<file path="src/utc_defs.svh">
`ifndef UTC_DEFS_SVH
`define UTC_DEFS_SVH

// register addresses on the special-function register port
`define UTC_XCN_ADDR      8'hd7
`define UTC_ADR_ADDR      8'h96
`define UTC_DAT_ADDR      8'h97

// transceiver control field positions
`define UTC_XCN_PULL_BIT  7
`define UTC_XCN_ENA_BIT   6
`define UTC_XCN_SPEED_BIT 5
`define UTC_XCN_TEST_LSB  3
`define UTC_XCN_DIFF_BIT  2
`define UTC_XCN_DP_BIT    1
`define UTC_XCN_DN_BIT    0

// indirect address port field positions
`define UTC_ADR_BUSY_BIT  7
`define UTC_ADR_AUTO_BIT  6
`define UTC_ADR_SEL_MSB   5

// reset values
`define UTC_XCN_RESET     8'h00
`define UTC_ADR_RESET     8'h00
`define UTC_DAT_RESET     8'h00

// indirect address of the endpoint index register
`define UTC_INDEX_ADDR    6'h0e

// synchroniser bit positions
`define UTC_SYN_DP        0
`define UTC_SYN_DN        1
`define UTC_SYN_DIFF      2
`define UTC_SYN_VBUS      3
`define UTC_SYN_W         4

`endif

</file>
<file path="src/utc_pkg.sv">
package utc_pkg;

  // line test modes
  typedef enum logic [1:0] {
    UTC_TEST_NORMAL = 2'h0,
    UTC_TEST_DIFF1  = 2'h1,
    UTC_TEST_DIFF0  = 2'h2,
    UTC_TEST_SE0    = 2'h3
  } utc_test_e;

  // indirect access sequencer, gray coded from idle
  typedef enum logic [1:0] {
    UTC_IND_IDLE = 2'h0,
    UTC_IND_RD   = 2'h1,
    UTC_IND_WR   = 2'h2
  } utc_ind_e;

  typedef logic [7:0] utc_byte_t;
  typedef logic [5:0] utc_sel_t;

  typedef struct packed {
    logic      pullup_enable;
    logic      transceiver_enable;
    logic      speed_full;
    utc_test_e line_test_mode;
    logic      busy;
    logic      auto_read_enable;
    utc_sel_t  indirect_register_selector;
    utc_byte_t indirect_data;
    utc_ind_e  ind_state;
    utc_byte_t endpoint_index;
    utc_byte_t sfr_rdata;
    logic      ind_rd;
    logic      ind_wr;
    utc_byte_t ind_wdata;
    logic      dp_out;
    logic      dp_oe_n;
    logic      dn_out;
    logic      dn_oe_n;
    logic      pullup_dp;
    logic      pullup_dn;
    logic      xcvr_active;
  } utc_state_s;

endpackage

</file>
<file path="src/utc_sync_if.sv">
`timescale 1ns/100ps
`include "utc_defs.svh"
interface utc_sync_if;
  logic [`UTC_SYN_W-1:0] raw;
  logic [`UTC_SYN_W-1:0] synced;

  modport src (output raw, input synced);
  modport dst (input raw, output synced);
endinterface

</file>
<file path="src/utc_sync.sv">
`timescale 1ns/100ps
`include "utc_defs.svh"
module utc_sync
(
  input  wire logic sys_clk,
  input  wire logic arst_n,
  utc_sync_if.dst   sync
);
  typedef struct packed {
    logic [`UTC_SYN_W-1:0] stage1;
    logic [`UTC_SYN_W-1:0] stage2;
  } utc_sync_s;

  utc_sync_s sync_ff;
  utc_sync_s nxt_sync;

  // stage1 feeds only stage2, so metastability never reaches logic
  always_comb
  begin
    nxt_sync.stage1 = sync.raw;
    nxt_sync.stage2 = sync_ff.stage1;
  end

  always_ff @(posedge sys_clk or negedge arst_n)
  begin
    if (!arst_n)
      sync_ff <= '0;
    else
      sync_ff <= nxt_sync;
  end

  assign sync.synced = sync_ff.stage2;
endmodule // utc_sync

</file>
<file path="src/utc_xcvr_access.sv">
`timescale 1ns/100ps
`include "utc_defs.svh"
// Functional notes
// - speed 0 puts the enabled pull-up on D- (low speed), 1 on D+ (full).
// - test mode 00 leaves both lines to the normal transceiver path.
// - test 01 forces D+ high D- low, 10 D+ low D- high, 11 both low.
// - with the transceiver enabled a status bit shows the differential state.
// - a status bit shows the present level of the D+ pin.
// - a status bit shows the present level of the D- pin.
// - internal registers are reached only via an address port and data port.
// - software writes the index register first; accesses then go to that endpoint.
// - transceiver enable 0 suspends the transceiver, 1 runs it normally.
// - the pull-up connects only when enabled and VBUS is present.
// - an indirect read sets busy, which clears once the data port is valid.
// - with auto-read set, reading the data port starts the next read.
module utc_xcvr_access
(
  input  wire logic              sys_clk,
  input  wire logic              arst_n,
  // special-function register port
  input  wire logic [7:0]        sfr_addr,
  input  wire logic              sfr_wr,
  input  wire logic              sfr_rd,
  input  wire utc_pkg::utc_byte_t sfr_wdata,
  output      utc_pkg::utc_byte_t sfr_rdata,
  // indirect register path into the controller core
  output      utc_pkg::utc_sel_t ind_addr,
  output      utc_pkg::utc_byte_t ind_endpoint,
  output      logic              ind_rd,
  output      logic              ind_wr,
  output      utc_pkg::utc_byte_t ind_wdata,
  input  wire utc_pkg::utc_byte_t ind_rdata,
  input  wire logic              ind_ack,
  // serial engine drive in normal mode
  input  wire logic              sie_dp,
  input  wire logic              sie_dn,
  input  wire logic              sie_oe,
  // bus pins and analog receiver
  input  wire logic              dp_in,
  input  wire logic              dn_in,
  input  wire logic              diff_rx_in,
  input  wire logic              vbus_in,
  output      logic              dp_out,
  output      logic              dp_oe_n,
  output      logic              dn_out,
  output      logic              dn_oe_n,
  output      logic              pullup_dp,
  output      logic              pullup_dn,
  output      logic              xcvr_active
);
  import utc_pkg::*;

  utc_state_s st_ff;
  utc_state_s nxt_st;
  utc_sync_if sync_bus ();

  logic       wr_xcn;
  logic       wr_adr;
  logic       wr_dat;
  logic       rd_dat;
  logic       vbus_s;
  logic       diff_s;
  utc_byte_t  xcn_view;
  utc_byte_t  adr_view;

  // pins and the receiver come from outside the clock domain
  assign sync_bus.raw = {vbus_in, diff_rx_in, dn_in, dp_in};

  utc_sync u_sync
  (
    .sys_clk (sys_clk),
    .arst_n  (arst_n),
    .sync    (sync_bus)
  );

  // strobes decoded from the register port
  assign wr_xcn = sfr_wr && (sfr_addr == `UTC_XCN_ADDR);
  assign wr_adr = sfr_wr && (sfr_addr == `UTC_ADR_ADDR);
  assign wr_dat = sfr_wr && (sfr_addr == `UTC_DAT_ADDR);
  assign rd_dat = sfr_rd && (sfr_addr == `UTC_DAT_ADDR);

  assign vbus_s = sync_bus.synced[`UTC_SYN_VBUS];
  // receiver output is meaningless in suspend, so it reads as zero
  assign diff_s = sync_bus.synced[`UTC_SYN_DIFF]
                  && st_ff.transceiver_enable;

  // read views of the two direct registers
  always_comb
  begin
    xcn_view = `UTC_XCN_RESET;
    xcn_view[`UTC_XCN_PULL_BIT]  = st_ff.pullup_enable;
    xcn_view[`UTC_XCN_ENA_BIT]   = st_ff.transceiver_enable;
    xcn_view[`UTC_XCN_SPEED_BIT] = st_ff.speed_full;
    xcn_view[`UTC_XCN_TEST_LSB +: 2] = st_ff.line_test_mode;
    xcn_view[`UTC_XCN_DIFF_BIT]  = diff_s;
    xcn_view[`UTC_XCN_DP_BIT]    = sync_bus.synced[`UTC_SYN_DP];
    xcn_view[`UTC_XCN_DN_BIT]    = sync_bus.synced[`UTC_SYN_DN];
    adr_view = `UTC_ADR_RESET;
    adr_view[`UTC_ADR_BUSY_BIT]  = st_ff.busy;
    adr_view[`UTC_ADR_AUTO_BIT]  = st_ff.auto_read_enable;
    adr_view[`UTC_ADR_SEL_MSB:0] = st_ff.indirect_register_selector;
  end

  // next state of the whole block
  always_comb
  begin
    nxt_st = st_ff;
    nxt_st.ind_rd = 1'b0;
    nxt_st.ind_wr = 1'b0;

    // transceiver control, writable bits only
    if (wr_xcn)
    begin
      nxt_st.pullup_enable      = sfr_wdata[`UTC_XCN_PULL_BIT];
      nxt_st.transceiver_enable = sfr_wdata[`UTC_XCN_ENA_BIT];
      nxt_st.speed_full         = sfr_wdata[`UTC_XCN_SPEED_BIT];
      nxt_st.line_test_mode =
        utc_test_e'(sfr_wdata[`UTC_XCN_TEST_LSB +: 2]);
    end

    // indirect sequencer; new requests are ignored while busy
    case (st_ff.ind_state)
      UTC_IND_IDLE:
      begin
        if (wr_adr)
        begin
          nxt_st.auto_read_enable = sfr_wdata[`UTC_ADR_AUTO_BIT];
          nxt_st.indirect_register_selector =
            sfr_wdata[`UTC_ADR_SEL_MSB:0];
          if (sfr_wdata[`UTC_ADR_BUSY_BIT])
          begin
            nxt_st.busy      = 1'b1;
            nxt_st.ind_rd    = 1'b1;
            nxt_st.ind_state = UTC_IND_RD;
          end
        end
        else if (wr_dat)
        begin
          nxt_st.busy      = 1'b1;
          nxt_st.ind_wr    = 1'b1;
          nxt_st.ind_wdata = sfr_wdata;
          nxt_st.ind_state = UTC_IND_WR;
          // snoop the index so per-endpoint accesses are steered
          if (st_ff.indirect_register_selector == `UTC_INDEX_ADDR)
            nxt_st.endpoint_index = sfr_wdata;
        end
        else if (rd_dat && st_ff.auto_read_enable)
        begin
          nxt_st.busy      = 1'b1;
          nxt_st.ind_rd    = 1'b1;
          nxt_st.ind_state = UTC_IND_RD;
        end
      end
      UTC_IND_RD:
      begin
        if (ind_ack)
        begin
          nxt_st.indirect_data = ind_rdata;
          nxt_st.busy          = 1'b0;
          nxt_st.ind_state     = UTC_IND_IDLE;
        end
      end
      UTC_IND_WR:
      begin
        if (ind_ack)
        begin
          nxt_st.busy      = 1'b0;
          nxt_st.ind_state = UTC_IND_IDLE;
        end
      end
      default:
      begin
        nxt_st.busy      = 1'b0;
        nxt_st.ind_state = UTC_IND_IDLE;
      end
    endcase

    // read data is registered, valid the cycle after the strobe
    if (sfr_rd)
    begin
      case (sfr_addr)
        `UTC_XCN_ADDR: nxt_st.sfr_rdata = xcn_view;
        `UTC_ADR_ADDR: nxt_st.sfr_rdata = adr_view;
        `UTC_DAT_ADDR: nxt_st.sfr_rdata = st_ff.indirect_data;
        default:       nxt_st.sfr_rdata = 8'h00;
      endcase
    end

    // suspend when the enable is clear
    nxt_st.xcvr_active = nxt_st.transceiver_enable;

    // pull-up placement follows speed, gated by vbus
    nxt_st.pullup_dp = nxt_st.pullup_enable && vbus_s
                       && nxt_st.speed_full;
    nxt_st.pullup_dn = nxt_st.pullup_enable && vbus_s
                       && !nxt_st.speed_full;

    // line drive: test modes override the serial engine
    case (nxt_st.line_test_mode)
      UTC_TEST_DIFF1:
      begin
        nxt_st.dp_out = 1'b1;
        nxt_st.dn_out = 1'b0;
      end
      UTC_TEST_DIFF0:
      begin
        nxt_st.dp_out = 1'b0;
        nxt_st.dn_out = 1'b1;
      end
      UTC_TEST_SE0:
      begin
        nxt_st.dp_out = 1'b0;
        nxt_st.dn_out = 1'b0;
      end
      default:
      begin
        nxt_st.dp_out = sie_dp;
        nxt_st.dn_out = sie_dn;
      end
    endcase
    if (nxt_st.line_test_mode != UTC_TEST_NORMAL)
    begin
      nxt_st.dp_oe_n = 1'b0;
      nxt_st.dn_oe_n = 1'b0;
    end
    else
    begin
      // in normal mode a suspended transceiver never drives the bus
      nxt_st.dp_oe_n = !(sie_oe && nxt_st.transceiver_enable);
      nxt_st.dn_oe_n = !(sie_oe && nxt_st.transceiver_enable);
    end
  end

  always_ff @(posedge sys_clk or negedge arst_n)
  begin
    if (!arst_n)
    begin
      st_ff                <= '0;
      st_ff.line_test_mode <= UTC_TEST_NORMAL;
      st_ff.ind_state      <= UTC_IND_IDLE;
      st_ff.dp_oe_n        <= 1'b1;
      st_ff.dn_oe_n        <= 1'b1;
    end
    else
      st_ff <= nxt_st;
  end

  // outputs straight from the state register
  assign sfr_rdata    = st_ff.sfr_rdata;
  assign ind_addr     = st_ff.indirect_register_selector;
  assign ind_endpoint = st_ff.endpoint_index;
  assign ind_rd       = st_ff.ind_rd;
  assign ind_wr       = st_ff.ind_wr;
  assign ind_wdata    = st_ff.ind_wdata;
  assign dp_out       = st_ff.dp_out;
  assign dp_oe_n      = st_ff.dp_oe_n;
  assign dn_out       = st_ff.dn_out;
  assign dn_oe_n      = st_ff.dn_oe_n;
  assign pullup_dp    = st_ff.pullup_dp;
  assign pullup_dn    = st_ff.pullup_dn;
  assign xcvr_active  = st_ff.xcvr_active;
endmodule // utc_xcvr_access

</file>
<file path="config.mk">
export PLATFORM = sky130hd
export DESIGN_NAME = utc_xcvr_access
export DESIGN_NICKNAME = d
export VERILOG_FILES = /design/src/utc_pkg.sv /design/src/utc_sync_if.sv /design/src/utc_sync.sv /design/src/utc_xcvr_access.sv
export VERILOG_INCLUDE_DIRS = /design/src
export SDC_FILE = /design/constraint.sdc
export NUM_CORES = 1
export LEC_CHECK = 0
export ABC_CLOCK_PERIOD_IN_PS = 2000
export BUFFER_PORTS_ARGS = -buffer_cell sky130_fd_sc_hd__buf_2
export CAP_MARGIN = 20
export CORE_MARGIN = 10
export CORE_UTILIZATION = 24
export DETAILED_ROUTE_END_ITERATION = 6
export GPL_TIMING_DRIVEN = 0
export HOLD_SLACK_MARGIN = 0.1
export MAX_ROUTING_LAYER = met4
export PLACE_DENSITY = 0.51
export SLEW_MARGIN = 15
export SYNTH_ARGS = -nofsm -noshare
export SYNTH_HDL_FRONTEND = slang
export SYNTH_SLANG_ARGS = --single-unit
</file>
<file path="constraint.sdc">
create_clock -name sys_clk -period 2 [get_ports sys_clk]
set_clock_uncertainty 0.05 [all_clocks]
set_input_delay 0.3 -clock sys_clk [delete_from_list [all_inputs] [get_ports sys_clk]]
set_output_delay 0.3 -clock sys_clk [all_outputs]
set_load 0.005 [all_outputs]
</file>
Yosys cells after proc, flatten, opt, wreduce, memory -nomap -nowiden
Index checks and enable logic that the tools add are counted.
{ "classes": {"bitwise_logic": 1, "muxes": 25, "n_reduce_logical": 23, "eq_ne": 14} }
{ "op_table": {"columns": ["op", "n"], "rows": [
  ["8-bit == test, second input constant", 3],
  ["8-bit one-hot mux with 3 select lines", 1],
  ["9-bit 2-to-1 mux", 2],
  ["2-bit 2-to-1 mux", 6],
  ["1-bit logical AND", 10],
  ["1-bit 2-to-1 mux", 10],
  ["10-bit 2-to-1 mux", 1],
  ["4-bit AND reduction", 2],
  ["2-bit == test, second input constant", 3],
  ["6-bit by 4-bit == test with 1-bit output, second input constant", 1],
  ["1-bit one-hot mux with 2 select lines", 3],
  ["2-bit one-hot mux with 3 select lines", 1],
  ["3-bit AND reduction", 2],
  ["2-bit OR reduction", 3],
  ["5-bit 2-to-1 mux", 1],
  ["2-bit by 1-bit == test with 1-bit output, second input constant", 2],
  ["2-bit != test, second input constant", 2],
  ["4-bit != test, second input constant", 1],
  ["2-bit AND reduction", 2],
  ["3-bit != test, second input constant", 1],
  ["1-bit zero test", 2],
  ["2-bit zero test", 1],
  ["2-bit by 1-bit != test with 1-bit output, second input constant", 1],
  ["2-bit nonzero test", 1],
  ["1-bit inverter", 1]
]} }
{ "totals": {"elab_cells": 84, "input_bits": 36, "out_inout_bits": 39, "regBits": 62} }

Depth between registers and ports, before layout
{ "depth": {"depth_word": 7, "ltp_mapped": 6, "depth_no_buf": 6} }

Hierarchy
Synthesis repeated with hierarchy kept, for this count alone.
{ "unflattened": {"cells_unflattened": 232, "hier_area_um2": 2895.3} }
{ "modules_own_cells": {"columns": ["module", "instances", "area_each_um2", "cells_per_inst", "seq_area_each_um2"], "rows": [
  ["utc_xcvr_access", 1, 2695.1, 224, 1352.5],
  ["utc_sync", 1, 200.2, 8, 200.2]
]} }

Worst setup path before layout
Ideal clock, no wire load.
{ "synth_path": {"kind": "register to register", "from": "reg st_ff[33] (netlist bit)", "to": "reg st_ff (netlist bit ind_endpoint[0])", "path_stages_with_launch": 7, "n_path_buf": 0, "setup_time_ps": 125, "t_arrival_ps": 1691, "setup_slack_ps": 134, "required_time_ps": 1825, "period_less_slack_ps": 1866, "path_cell_list": "dfrtp_1 -> inv_1 -> ha_1 -> nand2b_1 -> nor4_4 -> nand2_4 -> mux2_2"} }
{ "synth_via": {"elab_chain_len": 2} }
{ "synth_lines": {"columns": ["element", "line_no", "text"], "rows": [
  ["start, declared", "utc_xcvr_access.sv:53", "utc_state_s st_ff;"],
  ["start signal, assigned", "utc_xcvr_access.sv:245", "st_ff <= nxt_st;"],
  ["2-bit zero test", "utc_xcvr_access.sv:122", "case (st_ff.ind_state)"],
  ["4-bit AND reduction (no line)", null, null]
]} }
Every way passes these cells.
A chain may end at the register's enable or synchronous reset.

Worst setup path in the final report
{ "layout_path": {"from": "reg st_ff[33] (netlist bit)", "to": "reg st_ff (netlist bit ind_wdata[1])"} }
{ "layout_via": {"elab_chain_len": 2} }
{ "layout_lines": {"columns": ["element", "line_no"], "rows": [
  ["2-bit zero test", "utc_xcvr_access.sv:122"],
  ["3-bit AND reduction (no line)", null]
]} }
Every way passes these cells.

==> flow_summary_export.csv <==
group,metric,value,unit
run_status,status,"finished clean",
clock_network,cts_buffers,9,
layout,fin_util,33.2,%
synthesis,yosysMostFrequentCell,"dfrtp_1",
grt,grt_max_degree,40,
flow_run,maxCapViolations,0,
clock_network,cts.sinks,62,
sta,rsz0062_at_grt,"false",
clock_network,clk_pin_slew,50,ps
floorplanning,rows,39,
place,gp_congestion,0.703,
place,preCtsSetupSlack,-485,ps
setup_path,r2r-start,"st_ff[33]",
floorplanning,die_h,129,um
synthesis,netlist_instances,223,
grt,track_usage,9.69,%
sta,setup_ws,130,ps
clock_network,cts-root-buf,"clkbuf_16",
synthesis,synth_cell_types,43,
sta,relSlewSlack,66.0,%
grt,grt_pass1_wl,12000,um
drt,wl_per_cell,16.4,um
sta,setup_viol,0,
drt,dr_total_vias,2005,
hold_path,min_from,"sie_dp",
setup_path,crit_start,"st_ff[33]",
floorplanning,start_util,24.8,%
setup_path,path_delay_family,"buffers and inverters",
setup_path,cp-start-kind,"flip-flop",
grt,antenna_found_initial,0,
setup_path,crit_fanout,4,
synthesis,synth_top_cells_by_count,"61 x dfrtp_1, 39 x mux2_2, 31 x buf_4",
synthesis,synthArstFlopShare,100,%
layout,area_growth,34.2,%
clock_network,clock_latency,320,ps
synthesis,synth_warnings,0,
setup_path,path_class,"reg -> reg",
clock_network,cts_tree,"built",
drt,drt-initial-drc-count,75,
drt,drt-total-wl,7660,um
pwr,ir_drop,478,uV
synthesis,synth_seq_cells,62,
place,place_hpwl,5700,um
floorplanning,die_area,16700,sq um
sta,period_share,93.5,%
synthesis,synthTopCellsByArea,"dfrtp_1 53%, mux2_2 15%, buf_4 8.1%",
setup_path,cp.arrival,2020,ps
synthesis,syn-mean-instance-area,12.8,sq um
sta,worstMarginPinSlew,506,ps
hold_path,min_path_type,"in -> reg",
synthesis,synth_edf_count,0,
drt,first_pass_iters,4,
pwr,powerDensity,951,nW/um^2
grt,grt_pass1_vias,2241,
setup_path,critPathCaptureType,"flip-flop",
drt,detail-route-antenna-nets,0,
setup_path,path_cells,"inv_1 > ha_2 > nand2b_2 > nor4_4 > buf_4 > buf_4 > mux2_2",
floorplanning,die_w,129,um
layout,diodes,0,
grt,grt-ovfl-total,0,
drt,drc,0,
setup_path,critPathBufInv,3,
setup_path,crit_slowest_cell,"dfrtp_1",
setup_path,cpMostUsedCell,"buf_4",
synthesis,ys.flop_type,"dfrtp_1",
sta,drv_slew,0,
setup_path,cp.required,2150,ps
pwr,cellLeakagePower,2.00,nW
layout,nNetsFinal,357,
layout,fillers,1161,
synthesis,netlist_area,2860,sq um
synthesis,yosys.area.top_type,"dfrtp_1",
sta,hold_viol,0,
sta,fmax,0.535,GHz
setup_path,max_stage_delay,380,ps
synthesis,synth_top_area_share,53.3,%
drt,viasPerCell,4.30,
layout,layout-drive-gt1-share,53.9,%
floorplanning,num_io_pins,75,
sta,layout_min_cycle_time,1870,ps
clock_network,cts_buffer_depth,2,
clock_network,cts-htree-levels,3,
synthesis,syn-num-nets,262,
floorplanning,core-area,11600,sq um
synthesis,ys_seq_area_share,54.2,%
place,io_buffers,73,
==> routing by layer <==
metal	global-route usage, %	part of all wire (%)	vias up
met5	-	0	-
met3	3.02	4.3	6
li1	-	-	964
met4	3.14	0.61	0
met1	11.9	46	982
met2	14.8	49	53
==> final cells by class <==
class / instances / area (sq um) / share of cell area (%)
sequential: 62 / 1550 / 40.4
multi-input combinational: 117 / 1020 / 26.6
timing repair buffer: 84 / 478 / 12.4
buffer: 36 / 263 / 6.84
clock buffer: 12 / 246 / 6.42
tap: 143 / 179 / 4.66
clock inverter: 4 / 70.1 / 1.82
inverter: 8 / 30.0 / 0.782
==> registers in the layout, summed over array words and instances (netlist names) <==
name	flops
ind_addr	6
pullup_dp	1
adr_view	2
xcvr_active	1
u_sync.nxt_sync	4
sfr_rdata	8
dn_oe_n	1
dn_out	1
ind_wdata	8
ind_rd	1
u_sync.sync.synced	4
pullup_dn	1
dp_out	1
st_ff	14
ind_wr	1
ind_endpoint	8
==> report_power, final <==
part,internal [mW],total (mW),switching [mW]
clock,1.12,1.67,0.547
combinational,0.267,0.511,0.244
sequential,1.40,1.47,0.0760
==> repair_timing <==
action,CTS,global route
resized for setup,1,1
endpoints found under the hold margin,28,0
pin swaps,1,2
hold buffers,6,0
endpoints found under the setup margin,24,23
setup buffers,3,1
==> layout by cell type (no fill, tap or decap), types with 2 or more instances in the layout <==
cell           netlist  layout
dfrtp_1             61      61
nor3_1               6       6
and3_1               4       4
nand2b_1             3       2
nand3b_1             2       2
a21boi_0             2       2
inv_1                8       8
nor4_4               2       2
ha_1                 3       2
nor2_1               3       3
clkbuf_16            0       9
nand2_1              5       5
o21ai_0              2       2
o2bb2ai_1            5       5
a21oi_1              6       6
buf_4               31      36
buf_2                1      73
a221o_1              3       3
clkinv_2             0       2
dlygate4sd3_1        0       6
mux2_2              39      39
bufinv_16            0       2
nand3_1              6       6
nand4_1              2       2
a22oi_1              5       5
clkbuf_1             3       5
clkbuf_8             1       2
==> stage by stage <==
step	TNS (ps)	power, mW	cell area, sq um	std cells	hold slack, ps
after global placement	-5370	1.97	3410	439	289
after CTS	0	3.69	3830	465	143
final	0	3.65	3840	466	148
after floorplan	0	1.80	2860	223	-45.6
after detailed placement	-6150	2.00	3430	440	184
after global routing	0	3.85	3840	466	138
==> cell families (layout without fill, tap and decap cells) <==
family | count (synthesis) | after routing | share of synthesized area (%)
AOI/OAI and AO/OA | 30 | 30 | 7.74
adders and majority gates | 3 | 3 | 1.31
buffers and inverters | 44 | 144 | 10.2
DFF | 62 | 62 | 54.2
muxes | 40 | 40 | 15.7
and+or+nand+nor | 44 | 44 | 10.8
==> worst paths after layout <==
kind | cells after the start | slack, ps | endpoint
hold / removal | 2 | 150 | dp_out
min in group asynchronous | 2 | 400 | pullup_dn
hold reg to reg | 0 | 300 | u_sync.sync.synced[2]
setup / recovery | 7 | 130 | ind_wdata[1]
setup reg to reg | 7 | 130 | ind_wdata[1]
max in group asynchronous | 3 | 930 | dn_oe_n
Power figures use the tool's default switching activity.
